### src/include/src_ctrl_pkg.sv
// Constants for the converter lock status and mute control block.
// Assumes a 16-bit register port with byte addresses as printed.
package src_ctrl_pkg;
	localparam int ADDR_W = 16;
	localparam int DATA_W = 16;
	localparam int NUM_PAIRS = 8;
	localparam int GRP_PAIRS = 4;
	localparam int NUM_GRPS = 2;
	localparam int GAIN_W = 8;

	// Register byte addresses
	localparam logic [15:0] GRP0_LOCK_MUTE_ADDR = 16'he101;
	localparam logic [15:0] GRP0_RAMP_DIS_ADDR = 16'he103;
	localparam logic [15:0] GRP1_LOCK_MUTE_ADDR = 16'he141;
	localparam logic [15:0] GRP1_RAMP_DIS_ADDR = 16'he143;
	localparam logic [15:0] IRQ_STATUS_ADDR = 16'he180;
	localparam logic [15:0] IRQ_MASK_ADDR = 16'he182;

	// Field positions
	localparam int MUTE_LSB = 0;
	localparam int LOCK_LSB = 8;
	localparam int RAMP_DIS_BIT = 0;
	localparam int IRQ_SET_LSB = 0;
	localparam int IRQ_CLR_LSB = 8;

	// Reset values
	localparam logic [15:0] REG_RST = 16'h0000;

	// Ramp timing: one gain step per RAMP_STEP_NS
	localparam int CLK_FREQ_MHZ = 125;
	localparam int RAMP_STEP_NS = 1000;
	localparam int RAMP_STEP_CYC = (RAMP_STEP_NS * CLK_FREQ_MHZ + 999) / 1000;
	localparam int DIV_W = 16;
endpackage

### src/hw/mute_ramp.sv
// Gain ramp for one stereo converter pair.
// Assumes step_en_i is a one-cycle pulse from the parent divider.
`timescale 1ns/10ps
module mute_ramp #(
	parameter int GAIN_W = src_ctrl_pkg::GAIN_W
) (
	// Clock and reset
	input wire logic core_clk_i,
	input wire logic rstn_i,
	// Control
	input wire logic step_en_i,
	input wire logic mute_i,
	input wire logic abrupt_i,
	// Result
	output logic [GAIN_W-1:0] gain_o,
	output logic muted_o
);
	import src_ctrl_pkg::*;

	typedef struct packed {
		logic [GAIN_W-1:0] gain;
		logic muted;
	} ramp_t;

	localparam logic [GAIN_W-1:0] GAIN_MAX = '1;
	localparam logic [GAIN_W-1:0] GAIN_ONE = GAIN_W'(1);

	ramp_t s_reg;
	ramp_t s_next;

	always_comb begin
		s_next = s_reg;
		if (abrupt_i) begin
			// Straight step, no ramp
			s_next.gain = mute_i ? '0 : GAIN_MAX;
		end else if (step_en_i) begin
			// One step per tick, so no click
			if (mute_i && s_reg.gain != '0) begin
				s_next.gain = s_reg.gain - GAIN_ONE;
			end else if (!mute_i && s_reg.gain != GAIN_MAX) begin
				s_next.gain = s_reg.gain + GAIN_ONE;
			end
		end
		s_next.muted = (s_next.gain == '0);
	end

	// Reset leaves the pair at full gain, since mute bits reset to 0
	always_ff @(posedge core_clk_i) begin
		if (!rstn_i) begin
			s_reg.gain <= GAIN_MAX;
			s_reg.muted <= 1'b0;
		end else begin
			s_reg <= s_next;
		end
	end

	assign gain_o = s_reg.gain;
	assign muted_o = s_reg.muted;
endmodule

### src/hw/src_lock_status_mute_ctrl.sv
// Lock status, mute and ramp control for eight stereo converter pairs.
// Assumes a single-cycle strobe register port and converter status levels
// synchronous to core_clk_i.
//
// The address-and-strobe port was left to the implementer.
`timescale 1ns/10ps

// How it works
// - Mute bits [3:0] per pair, active high
// - Ramped mute changes gain gradually, click free
// - Lock bits 8..11, writes ignored
// - All bits read zero after reset
// - Clock enable sets lock bit, mutes pair
// - Lock to output clock clears lock bit
// - Cleared lock bit stays zero until reset
// - Rate change or clock loss never resets
// - Group 0 bit 0 selects abrupt mute
// - Abrupt mode ignores software mute bits
// - Pairs 4..7 use register 0xE141
// - Pairs 4..7 own ramp disable register
module src_lock_status_mute_ctrl #(
	parameter int GAIN_W = src_ctrl_pkg::GAIN_W
) (
	// Clock and reset
	input wire logic core_clk_i,
	input wire logic rstn_i,
	// Register port
	input wire logic [src_ctrl_pkg::ADDR_W-1:0] addr_i,
	input wire logic [src_ctrl_pkg::DATA_W-1:0] wdata_i,
	input wire logic wr_i,
	input wire logic rd_i,
	output logic [src_ctrl_pkg::DATA_W-1:0] rdata_o,
	// Converter status
	input wire logic [src_ctrl_pkg::NUM_PAIRS-1:0] mclk_en_i,
	input wire logic [src_ctrl_pkg::NUM_PAIRS-1:0] out_locked_i,
	// Mute results
	output logic [src_ctrl_pkg::NUM_PAIRS*GAIN_W-1:0] gain_o,
	output logic [src_ctrl_pkg::NUM_PAIRS-1:0] muted_o,
	// Interrupt
	output logic irq_o
);
	import src_ctrl_pkg::*;

	typedef struct packed {
		logic [NUM_PAIRS-1:0] mute;
		logic [NUM_GRPS-1:0] ramp_dis;
		logic [NUM_PAIRS-1:0] lock;
		logic [NUM_PAIRS-1:0] done;
		logic [DATA_W-1:0] irq_st;
		logic [DATA_W-1:0] irq_mask;
		logic irq;
		logic [DATA_W-1:0] rdata;
		logic [DIV_W-1:0] div;
		logic tick;
	} ctrl_t;

	localparam logic [DIV_W-1:0] DIV_LAST = DIV_W'(RAMP_STEP_CYC - 1);
	localparam logic [DIV_W-1:0] DIV_ONE = DIV_W'(1);

	ctrl_t s_reg;
	ctrl_t s_next;
	logic [NUM_PAIRS-1:0] set_ev;
	logic [NUM_PAIRS-1:0] clr_ev;
	logic [NUM_PAIRS-1:0] mute_req;
	logic [NUM_PAIRS-1:0] abrupt;
	logic [DATA_W-1:0] w1c;
	logic [DATA_W-1:0] grp0_word;
	logic [DATA_W-1:0] grp1_word;

	// Lock events; done keeps a pair from arming again until reset
	always_comb begin
		set_ev = mclk_en_i & ~s_reg.lock & ~s_reg.done;
		clr_ev = s_reg.lock & out_locked_i;
	end

	// Per-pair mute request
	always_comb begin
		for (int n = 0; n < NUM_PAIRS; n++) begin
			abrupt[n] = s_reg.ramp_dis[n / GRP_PAIRS];
			// Abrupt mode leaves only the lock-driven mute
			mute_req[n] = s_reg.lock[n] |
				(~abrupt[n] & s_reg.mute[n]);
		end
	end

	// Readback words, reserved bits zero
	always_comb begin
		grp0_word = '0;
		grp1_word = '0;
		grp0_word[MUTE_LSB +: GRP_PAIRS] = s_reg.mute[0 +: GRP_PAIRS];
		grp0_word[LOCK_LSB +: GRP_PAIRS] =
			s_reg.lock[0 +: GRP_PAIRS];
		grp1_word[MUTE_LSB +: GRP_PAIRS] =
			s_reg.mute[GRP_PAIRS +: GRP_PAIRS];
		grp1_word[LOCK_LSB +: GRP_PAIRS] =
			s_reg.lock[GRP_PAIRS +: GRP_PAIRS];
		w1c = (wr_i && addr_i == IRQ_STATUS_ADDR) ? wdata_i : '0;
	end

	always_comb begin
		s_next = s_reg;
		// Ramp step divider
		s_next.tick = 1'b0;
		if (s_reg.div == DIV_LAST) begin
			s_next.div = '0;
			s_next.tick = 1'b1;
		end else begin
			s_next.div = s_reg.div + DIV_ONE;
		end
		// Lock indicators; no path sets a pair once done
		s_next.lock = (s_reg.lock | set_ev) & ~clr_ev;
		s_next.done = s_reg.done | clr_ev;
		// Software writes; lock bits are not writable
		if (wr_i) begin
			unique case (addr_i)
				GRP0_LOCK_MUTE_ADDR:
					s_next.mute[0 +: GRP_PAIRS] =
						wdata_i[MUTE_LSB +: GRP_PAIRS];
				GRP1_LOCK_MUTE_ADDR:
					s_next.mute[GRP_PAIRS +: GRP_PAIRS] =
						wdata_i[MUTE_LSB +: GRP_PAIRS];
				GRP0_RAMP_DIS_ADDR:
					s_next.ramp_dis[0] = wdata_i[RAMP_DIS_BIT];
				GRP1_RAMP_DIS_ADDR:
					s_next.ramp_dis[1] = wdata_i[RAMP_DIS_BIT];
				IRQ_MASK_ADDR:
					s_next.irq_mask = wdata_i;
				default: ; // Other addresses ignored
			endcase
		end
		// Sticky events; a new event beats a same-cycle clear
		s_next.irq_st = s_reg.irq_st & ~w1c;
		s_next.irq_st[IRQ_SET_LSB +: NUM_PAIRS] =
			s_next.irq_st[IRQ_SET_LSB +: NUM_PAIRS] | set_ev;
		s_next.irq_st[IRQ_CLR_LSB +: NUM_PAIRS] =
			s_next.irq_st[IRQ_CLR_LSB +: NUM_PAIRS] | clr_ev;
		s_next.irq = |(s_next.irq_st & s_next.irq_mask);
		// Read data stands one cycle only
		s_next.rdata = '0;
		if (rd_i) begin
			unique case (addr_i)
				GRP0_LOCK_MUTE_ADDR: s_next.rdata = grp0_word;
				GRP1_LOCK_MUTE_ADDR: s_next.rdata = grp1_word;
				GRP0_RAMP_DIS_ADDR:
					s_next.rdata[RAMP_DIS_BIT] = s_reg.ramp_dis[0];
				GRP1_RAMP_DIS_ADDR:
					s_next.rdata[RAMP_DIS_BIT] = s_reg.ramp_dis[1];
				IRQ_STATUS_ADDR: s_next.rdata = s_reg.irq_st;
				IRQ_MASK_ADDR: s_next.rdata = s_reg.irq_mask;
				default: s_next.rdata = '0;
			endcase
		end
	end

	always_ff @(posedge core_clk_i) begin
		if (!rstn_i) begin
			s_reg.mute <= '0;
			s_reg.ramp_dis <= '0;
			s_reg.lock <= '0;
			s_reg.done <= '0;
			s_reg.irq_st <= REG_RST;
			s_reg.irq_mask <= REG_RST;
			s_reg.irq <= 1'b0;
			s_reg.rdata <= REG_RST;
			s_reg.div <= '0;
			s_reg.tick <= 1'b0;
		end else begin
			s_reg <= s_next;
		end
	end

	// One ramp per pair, sharing the step tick
	genvar g;
	generate
		for (g = 0; g < NUM_PAIRS; g++) begin : g_pair
			mute_ramp #(
				.GAIN_W(GAIN_W)
			) u_ramp (
				.core_clk_i(core_clk_i),
				.rstn_i(rstn_i),
				.step_en_i(s_reg.tick),
				.mute_i(mute_req[g]),
				.abrupt_i(abrupt[g]),
				.gain_o(gain_o[g*GAIN_W +: GAIN_W]),
				.muted_o(muted_o[g])
			);
		end
	endgenerate

	assign rdata_o = s_reg.rdata;
	assign irq_o = s_reg.irq;
endmodule

### config.mk
export PLATFORM = sky130hd
export DESIGN_NAME = src_lock_status_mute_ctrl
export DESIGN_NICKNAME = d
export VERILOG_FILES = /design/src/include/src_ctrl_pkg.sv /design/src/hw/mute_ramp.sv /design/src/hw/src_lock_status_mute_ctrl.sv
export SDC_FILE = /design/constraint.sdc
export NUM_CORES = 1
export LEC_CHECK = 0
export BUFFER_PORTS_ARGS = -buffer_cell sky130_fd_sc_hd__buf_4
export CORE_MARGIN = 5
export CORE_UTILIZATION = 57
export CTS_BUF_LIST = sky130_fd_sc_hd__clkbuf_16
export DETAILED_ROUTE_END_ITERATION = 10
export GPL_TIMING_DRIVEN = 0
export PLACE_DENSITY = 0.79
export RECOVER_POWER = 100
export SLEW_MARGIN = 25
export SYNTH_ARGS = -nofsm -noshare
export SYNTH_HDL_FRONTEND = slang
export SYNTH_SLANG_ARGS = --single-unit
### constraint.sdc
create_clock -name core_clk_i -period 4.2 [get_ports core_clk_i]
set_clock_uncertainty 0.1 [all_clocks]
set_input_delay 0.21 -clock core_clk_i [delete_from_list [all_inputs] [get_ports core_clk_i]]
set_output_delay 0.21 -clock core_clk_i [all_outputs]
set_load 0.1 [all_outputs]
==> results of run 1 <==
==> placed cells by master (no fill, tap or decap), types with 11 or more instances in the layout <==
| master | n |
|---|---|
| sky130_fd_sc_hd__dfxtp_1 | 164 |
| sky130_fd_sc_hd__clkbuf_1 | 141 |
| sky130_fd_sc_hd__nor2_1 | 112 |
| sky130_fd_sc_hd__nand2_1 | 92 |
| sky130_fd_sc_hd__o21ai_0 | 72 |
| sky130_fd_sc_hd__buf_4 | 72 |
| sky130_fd_sc_hd__a21oi_1 | 53 |
| sky130_fd_sc_hd__mux2i_1 | 49 |
| sky130_fd_sc_hd__inv_1 | 45 |
| sky130_fd_sc_hd__nand3_1 | 40 |
| sky130_fd_sc_hd__nor3_1 | 36 |
| sky130_fd_sc_hd__nor4_1 | 26 |
| sky130_fd_sc_hd__ha_1 | 26 |
| sky130_fd_sc_hd__xor2_1 | 24 |
| sky130_fd_sc_hd__nand4_1 | 21 |
| sky130_fd_sc_hd__xnor2_1 | 21 |
| sky130_fd_sc_hd__and3_1 | 19 |
| sky130_fd_sc_hd__nand2b_1 | 18 |
| sky130_fd_sc_hd__a31oi_1 | 17 |
| sky130_fd_sc_hd__clkbuf_16 | 17 |
| sky130_fd_sc_hd__nor2b_1 | 16 |
| sky130_fd_sc_hd__dlygate4sd3_1 | 16 |
| sky130_fd_sc_hd__or3_1 | 15 |
| sky130_fd_sc_hd__and2_1 | 15 |
| sky130_fd_sc_hd__nor3b_1 | 13 |
| sky130_fd_sc_hd__o21a_1 | 11 |
==> critical path: stages, from the launching register on <==
cell	delay [ns]
sky130_fd_sc_hd__dfxtp_1	0.31
sky130_fd_sc_hd__clkbuf_1	0.19
sky130_fd_sc_hd__or3_1	0.46
sky130_fd_sc_hd__nor4_1	0.79
sky130_fd_sc_hd__nor2_2	0.13
sky130_fd_sc_hd__o21ai_0	0.54
sky130_fd_sc_hd__a221o_1	0.30
sky130_fd_sc_hd__nand4_1	0.13
sky130_fd_sc_hd__nor4b_1	0.34
==> routing by layer <==
metal  up-vias  wire length [um]  GRT usage [%]
met5         -                 0              0
met4         0               685           10.2
met3        61              2010           4.17
met2       397             12800           46.8
met1      4255             11800           37.6
li1       4439                 -              -
==> power breakdown <==
| group | internal [mW] | total, mW | switching (mW) |
|---|---|---|---|
| sequential | 1.58 | 1.60 | 0.0152 |
| clock | 0.773 | 1.48 | 0.703 |
| combinational | 0.108 | 0.262 | 0.154 |
| total | 2.46 | 3.33 | 0.872 |
==> final cells by class <==
type	count	area [um2]	share of cell area, %
plain buffers	81	397	3.63
clock buffers	17	425	3.90
clock inverters	15	123	1.12
inverters	45	169	1.55
multi-input cells	849	5390	49.4
flip-flops and latches	164	3280	30.1
well taps	216	270	2.47
repair buffers	154	862	7.89
==> logic make-up (layout without fill, tap and decap cells) <==
group                    count (synthesis)  after routing
XOR/XNOR                                45             45
multiplexers                            58             58
buffers and inverters                  126            312
flip-flops                             164            164
AND/OR/NAND/NOR                        474            474
adder cells (fa/ha/maj)                 26             26
AO/OA/AOI/OAI                          246            246
==> what timing repair did <==
action / 4_1_cts / 5_1_grt
endpoints found under the hold margin: 35 / 0
buffers inserted: 0 / 0
hold buffers: 16 / 0
==> worst min-delay path by stage <==
stage / to / depth (start not counted)
after global routing: grp0_word[9] / 4
after CTS: grp0_word[9] / 4
after floorplan: s_reg[60] / 1
final: s_reg[56] / 3
after detailed placement: s_reg[72] / 2
after global placement: s_reg[73] / 2
==> cells in the mapped netlist, types with 8 or more instances <==
master                     instances
sky130_fd_sc_hd__xnor2_1          21
sky130_fd_sc_hd__nor4b_1           9
sky130_fd_sc_hd__ha_1             26
sky130_fd_sc_hd__o21a_1           11
sky130_fd_sc_hd__nor4_1           25
sky130_fd_sc_hd__nand3_1          39
sky130_fd_sc_hd__o22ai_1          10
sky130_fd_sc_hd__nand2_1          92
sky130_fd_sc_hd__or3_1            14
sky130_fd_sc_hd__mux2i_1          49
sky130_fd_sc_hd__o21ai_0          70
sky130_fd_sc_hd__xor2_1           24
sky130_fd_sc_hd__nor2_1          112
sky130_fd_sc_hd__nand4_1          21
sky130_fd_sc_hd__and2_1           21
sky130_fd_sc_hd__nor2b_1          16
sky130_fd_sc_hd__inv_1            43
sky130_fd_sc_hd__a31oi_1          17
sky130_fd_sc_hd__and4_1            8
sky130_fd_sc_hd__a21oi_1          53
sky130_fd_sc_hd__and3_1           19
sky130_fd_sc_hd__dfxtp_1         164
sky130_fd_sc_hd__a22oi_1          10
sky130_fd_sc_hd__nand2b_1         18
sky130_fd_sc_hd__buf_4            25
sky130_fd_sc_hd__clkbuf_1         46
sky130_fd_sc_hd__nor3_1           36
sky130_fd_sc_hd__nor3b_1          13
==> stage by stage <==
stage	setup slack (ns)	cell area [um2]	cells
floorplan	0.911	9330	1139
global placement	0.901	10600	1493
detailed placement	0.943	10600	1493
CTS	0.890	11300	1541
global route	0.570	10900	1541
finish	0.798	10900	1541
==> results.rst, run 1 <==
.. list-table::
   :header-rows: 1

   * - Metric
     - Value
   * - Xor and xnor area share after synthesis
     - 4.22%
   * - Total gr overflow
     - 0
   * - Critical Path Start Type
     - flop
   * - Core footprint
     - about 0.016 mm2
   * - Post-synthesis adder-cell area fraction
     - between 3 and 4%
   * - Max Freq
     - between 200 and 300 MHz
   * - Count of flip-flops with a built-in enable after synthesis
     - 0
   * - Fillcell total
     - 1,444
   * - Number of max-cap violations
     - 0
   * - Path category of the worst min-delay check
     - input pin to flop
   * - First-pass DRT Iterations
     - 5
   * - Netlist area before placement
     - 0.00933 mm2
   * - Number of slew-limit violations in the final report
     - 0
   * - Final-report hold violation count
     - 0
   * - Largest family of logic cells by synthesized area
     - simple AND/OR/NAND/NOR gates
   * - Cells after Synth
     - 1,139
   * - Ys flop type
     - sky130_fd_sc_hd__dfxtp_1
   * - Synth top area share
     - 35.2%
   * - Cell at the root of the clock tree
     - sky130_fd_sc_hd__clkbuf_16
   * - Period minus WS final
     - between 3 and 4 ns
   * - Clock-pin slew reported for the worst setup and hold paths after clock tree synthesis
     - roughly 0.070 ns
   * - Clock sink total
     - approximately 160
   * - Capturing element type of the critical path
     - flop
   * - Setup repair after global routing missed its margin
     - no
   * - Wirelength per Cell
     - about 18 um
   * - TritonCTS clock tree
     - yes
   * - Largest cells by area after synthesis
     - sky130_fd_sc_hd__dfxtp_1, sky130_fd_sc_hd__mux2i_1, sky130_fd_sc_hd__nor2_1
   * - Total wire length
     - between 20,000 and 30,000 um
   * - Number of cells on the worst reg-to-reg path
     - 8
   * - Worst hold slack across all endpoints
     - roughly 0.028 ns
   * - H-tree levels
     - 4
   * - Total routing resource utilization after global routing
     - between 20% and 30%
   * - Maximum number of pins on one net before global-route repair
     - 17
   * - Num rows
     - 46
   * - Status
     - complete, no violations
   * - Final Net Count
     - 1,390
   * - Count of state elements after synthesis
     - roughly 160
   * - Sum of negative setup slack
     - 0 ns
   * - Pwr dens
     - between 300 and 400 mW/mm2
   * - Critical path peak fanout
     - 7
   * - Antenna Nets Post-Route
     - 0
   * - Mapped Avg Cell Area
     - slightly above 8 um2
   * - Maximum buffer depth of the clock tree
     - 2
   * - Static power due to leakage
     - about 4.6 nW
   * - Antenna violations before repair
     - 0
   * - Share of layout cells above drive strength 1
     - under 10%
   * - Post-synthesis mux area share
     - 6.38%
   * - I/O pin count
     - between 100 and 150
   * - Total clock buffers created by CTS
     - 17
   * - Max_slew headroom
     - 16.7%
   * - Minimum setup slack among reg-to-reg paths
     - 0.80 ns
   * - Detailed placement HPWL
     - ~20,000 um
   * - Reg2Reg Capture Point
     - g_pair[0].u_ramp.muted_o
   * - Initial Utilization
     - roughly three fifths
   * - Launch point of the worst reg-to-reg path
     - g_pair[0].u_ramp.gain_o[2]
   * - Number of design-rule violations left by the first detailed-router iteration
     - 740
   * - Post-layout total power
     - about 3.3 mW
   * - Number of global-route vias before repair
     - between 8,000 and 9,000
   * - Largest register FFs
     - 64
   * - Largest area contributor in the netlist
     - sky130_fd_sc_hd__dfxtp_1
   * - Wire length of the first global-routing pass
     - between 40,000 and 50,000 um
   * - Chip width
     - around 140 um
   * - Buffers added on ports
     - around 140
   * - Post-synthesis compound-gate area fraction
     - between 10% and 20%
   * - Routed via count
     - ~9,000
   * - Post-synth cell types
     - 86
   * - Post-CTS resize count
     - 0
   * - Final Setup Violations
     - 0
   * - Simple-Gate Fraction of Synth Area
     - 27.0%
   * - Asr flop ratio synth
     - 0%
   * - Residual DRC count
     - 0
   * - Area enclosed by the die boundary
     - roughly 0.019 mm2
   * - Insertion delay of the later-clocked pin in the worst-skew pair
     - between 0.4 and 0.5 ns
   * - Area growth from synthesis to final layout
     - 17.0%
   * - Transition at the pin with the smallest max-transition slack
     - about 1.3 ns
   * - Final cell utilization of the core
     - between 60% and 70%
   * - Yosys Warn Count
     - 0
   * - N_diodes
     - 0
   * - Final worst path period share
     - around four fifths
   * - Die Span Y
     - approximately 140 um
   * - Vias per cell
     - approximately 6
   * - Placer's final routability congestion estimate
     - ~0.94
   * - Syn nets
     - 1,217
   * - Critical Path RT
     - between 4 and 5 ns
   * - Register area share after synthesis
     - a little over a third
   * - Worst hold path startpoint
     - wdata_i[6]
   * - Setup crit start
     - g_pair[0].u_ramp.gain_o[2]
   * - Worst IR Drop VDD
     - roughly 0.29 mV
   * - Category of the most critical setup path
     - flop to flop
   * - Destination of the critical timing path
     - g_pair[0].u_ramp.muted_o
   * - Worst endpoint data arrival time
     - between 3 and 4 ns
(Power assumes the default switching activity.)
==> run 2, diff against run 1 <==
==> constraint.sdc (replaced) <==
create_clock -name core_clk_i -period 3.4 [get_ports core_clk_i]
set_clock_uncertainty 0.1 [all_clocks]
set_input_delay 0.17 -clock core_clk_i [delete_from_list [all_inputs] [get_ports core_clk_i]]
set_output_delay 0.17 -clock core_clk_i [all_outputs]
set_load 0.1 [all_outputs]
==> run 2 against run 1 <==
Against the previous run: wire length increased by 0.92%; total power increased by 24%; via count increased by 0.83%; sequential cell count unchanged; worst setup slack got worse by 0.61 ns; largest cell class unchanged; non-clock buffer count increased by 9; highest routed layer unchanged; register-to-register slack got worse by 0.61 ns; sequential power increased by 23%; core utilization increased by 0.62 points.
==> results.rst, run 2 (synthesized netlist as in run 1, its figures left out) <==
.. list-table::
   :header-rows: 1

   * - Metric
     - Value
   * - Pwr dens
     - 374 mW/mm2 (+23%)
   * - Die Span Y
     - 138 um (unchanged)
   * - Switching power total
     - 1.08 mW (+24%)
   * - Maximum buffer depth of the clock tree
     - 2 (unchanged)
   * - Setup repair after global routing missed its margin
     - no
   * - Chip width
     - 138 um (unchanged)
   * - Vias per cell
     - 5.95 (+0.24%)
   * - Capturing element type of the critical path
     - flop
   * - Number of slew-limit violations in the final report
     - 0 (unchanged)
   * - Area growth from synthesis to final layout
     - 18.1%
   * - Wire length of the first global-routing pass
     - 43,500 um (+0.88%)
   * - Antenna Nets Post-Route
     - 0 (unchanged)
   * - Placer's final routability congestion estimate
     - 0.945 (unchanged)
   * - Launch point of the worst reg-to-reg path
     - g_pair[0].u_ramp.gain_o[2]
   * - H-tree levels
     - 4 (unchanged)
   * - Area enclosed by the die boundary
     - 0.0190 mm2 (unchanged)
   * - Number of cells in the design after placement
     - 1,493 (unchanged)
   * - Worst IR Drop VDD
     - 0.359 mV (+23%)
   * - Critical path peak fanout
     - 7 (unchanged)
   * - Met3 Resource Use GR
     - 4.10% (-0.073 points)
   * - Category of the most critical setup path
     - flop to flop
   * - Fraction of power consumed by the clock network
     - 44.1% (-0.2 points)
   * - Clock sink total
     - 164 (unchanged)
   * - Setup crit start
     - g_pair[0].u_ramp.gain_o[2]
   * - Crit path max-delay family
     - simple AND/OR/NAND/NOR gates
   * - Worst endpoint data arrival time
     - 3.44 ns (-0.19 ns)
   * - Core footprint
     - 0.0160 mm2 (unchanged)
   * - Max_slew headroom
     - 17.5% (+0.75 points)
   * - Cell at the root of the clock tree
     - sky130_fd_sc_hd__clkbuf_16
   * - Bufs and invs on worst path
     - 1 (unchanged)
   * - Final Setup Violations
     - 0 (unchanged)
   * - GRT met1 Usage
     - 38.0% (+0.34 points)
   * - First-pass DRT Iterations
     - 7 (+2)
   * - Final-report hold violation count
     - 0 (unchanged)
   * - Number of global-route vias before repair
     - 8,723 (+0.63%)
   * - Critical Path RT
     - 3.63 ns (-0.79 ns)
   * - Detailed placement HPWL
     - 19,800 um (unchanged)
   * - Number of max-cap violations
     - 0 (unchanged)
   * - Static power due to leakage
     - 4.68 nW (+0.96%)
   * - Postcts setup bufs
     - 0 (unchanged)
   * - Net switching fraction of the power
     - 26.1% (about the same)
   * - Grt met2 use
     - 47.3% (+0.43 points)
   * - Sum of negative setup slack
     - 0 ns (unchanged)
   * - N_diodes
     - 0 (unchanged)
   * - Post-layout total power
     - 4.13 mW (+24%)
   * - Wirelength per Cell
     - 17.8 um (+0.33%)
   * - Insertion delay of the later-clocked pin in the worst-skew pair
     - 0.43 ns (about the same)
   * - Delay of the slowest cell on the worst path
     - 0.74 ns (-0.05 ns)
   * - Largest register FFs
     - 64 (unchanged)
   * - Commonest cells after routing, fill and taps aside
     - sky130_fd_sc_hd__dfxtp_1, sky130_fd_sc_hd__clkbuf_1, sky130_fd_sc_hd__nor2_1
   * - Most common library cell in the layout ignoring fill and taps
     - sky130_fd_sc_hd__dfxtp_1
   * - I/O pin count
     - 141 (unchanged)
   * - Internal power consumption
     - 3.05 mW (+24%)
   * - Fillcell total
     - 1,422 (-1.5%)
   * - Final worst path period share
     - 94.4% (+13 points)
   * - Share of layout cells above drive strength 1
     - 9.52% (+0.086 points)
   * - Path category of the worst min-delay check
     - input pin to flop
   * - Number of design-rule violations left by the first detailed-router iteration
     - 779 (+5.3%)
   * - Transition at the pin with the smallest max-transition slack
     - 1.24 ns (-0.0113 ns)
   * - Antenna violations before repair
     - 0 (unchanged)
   * - Peak-usage layer in the global routing report
     - met2
   * - Critical path, cell by cell
     - clkbuf_1, or3_1, nor4_1, nor2_1, o2111a_1, a221oi_1, nand4_1, nor4b_1
   * - Clock-pin slew reported for the worst setup and hold paths after clock tree synthesis
     - 0.07 ns (about the same)
   * - Max Freq
     - 311 MHz (+5.9%)
   * - Critical Path Start Type
     - flop
   * - TritonCTS clock tree
     - yes
   * - Worst hold slack across all endpoints
     - 0.0219 ns (-0.00573 ns)
   * - Num rows
     - 46 (unchanged)
   * - Routed via count
     - 9,228 (+0.83%)
   * - Total clock buffers created by CTS
     - 17 (unchanged)
   * - Period minus WS final
     - 3.21 ns (-0.191 ns)
   * - Buffers added on ports
     - 138 (unchanged)
   * - Total wire length
     - 27,500 um (+0.92%)
   * - Residual DRC count
     - 0 (unchanged)
   * - Initial Utilization
     - 58.3% (unchanged)
   * - Non-Filler Instances
     - 1,550 (+0.58%)
   * - Worst hold path startpoint
     - wdata_i[11]
   * - Portion of total power attributed to sequential cells
     - 47.8% (about the same)
   * - Cell with the largest stage delay on the worst path
     - sky130_fd_sc_hd__nor4_1
   * - Final Net Count
     - 1,399 (+0.65%)
   * - Total routing resource utilization after global routing
     - 28.5% (+0.25 points)
   * - Logic pwr share
     - 8.1% (+0.2 points)
   * - Maximum number of pins on one net before global-route repair
     - 17 (unchanged)
   * - Status
     - complete, no violations
   * - Total gr overflow
     - 0 (unchanged)
## run 2: layout make-up
| class | count | area, um2 | share of cell area [%] |
|---|---|---|---|
| Buffer | 81 | 398 | 3.61 |
| Inverter | 45 | 169 | 1.53 |
| Timing Repair Buffer | 163 | 952 | 8.64 |
| Multi-Input combinational cell | 849 | 5400 | 49.0 |
| Clock inverter | 15 | 123 | 1.11 |
| Tap cell | 216 | 270 | 2.45 |
| Sequential cell | 164 | 3280 | 29.8 |
| Clock buffer | 17 | 425 | 3.86 |
## run 2: routing by layer
metal | share of wire, % | vias up
met5 | 0 | -
met2 | 47 | 403
met3 | 7.1 | 60
met1 | 43 | 4316
met4 | 2.7 | 0
li1 | - | 4449
## run 2: worst register-to-register path, delay by kind of cell (launching register included)
kind,cells,cell delay (ns)
simple gates,5,1.96
compound gates,2,0.55
flops,1,0.31
buf+inv,1,0.19
## run 2: timing repair
action | CTS | global route
endpoints found under the hold margin | 51 | 0
gates resized for setup | 0 | 1
setup endpoints to repair | 0 | 2
hold buffers | 25 | 0
## run 2: worst paths after layout
check | end | slack (ns) | cells after the start
worst min register to register | s_reg[67] | 0.37 | 1
worst min-delay path | s_reg[45] | 0.02 | 3
worst max-delay path | g_pair[0].u_ramp.muted_o | 0.19 | 8
worst max register to register | g_pair[0].u_ramp.muted_o | 0.19 | 8
## run 2: per-stage QoR
step	utilization (%)	cell area, um2	worst slack, ns
after floorplan	-	9330	0.111
after global placement	66.5	10600	0.101
after detailed placement	66.5	10600	0.143
after CTS	71.5	11400	0.0898
after global routing	68.9	11000	0.0319
final	68.9	11000	0.189
## run 2: power groups by stage
stage | clock network [mW] | logic (mW) | registers (mW)
2_1_floorplan | 0 | 0.188 | 2.01
3_3_place_gp | 0 | 0.300 | 2.01
3_5_place_dp | 0 | 0.303 | 2.01
4_1_cts | 1.84 | 0.329 | 1.97
5_1_grt | 1.91 | 0.361 | 1.97
6_report | 1.82 | 0.334 | 1.97
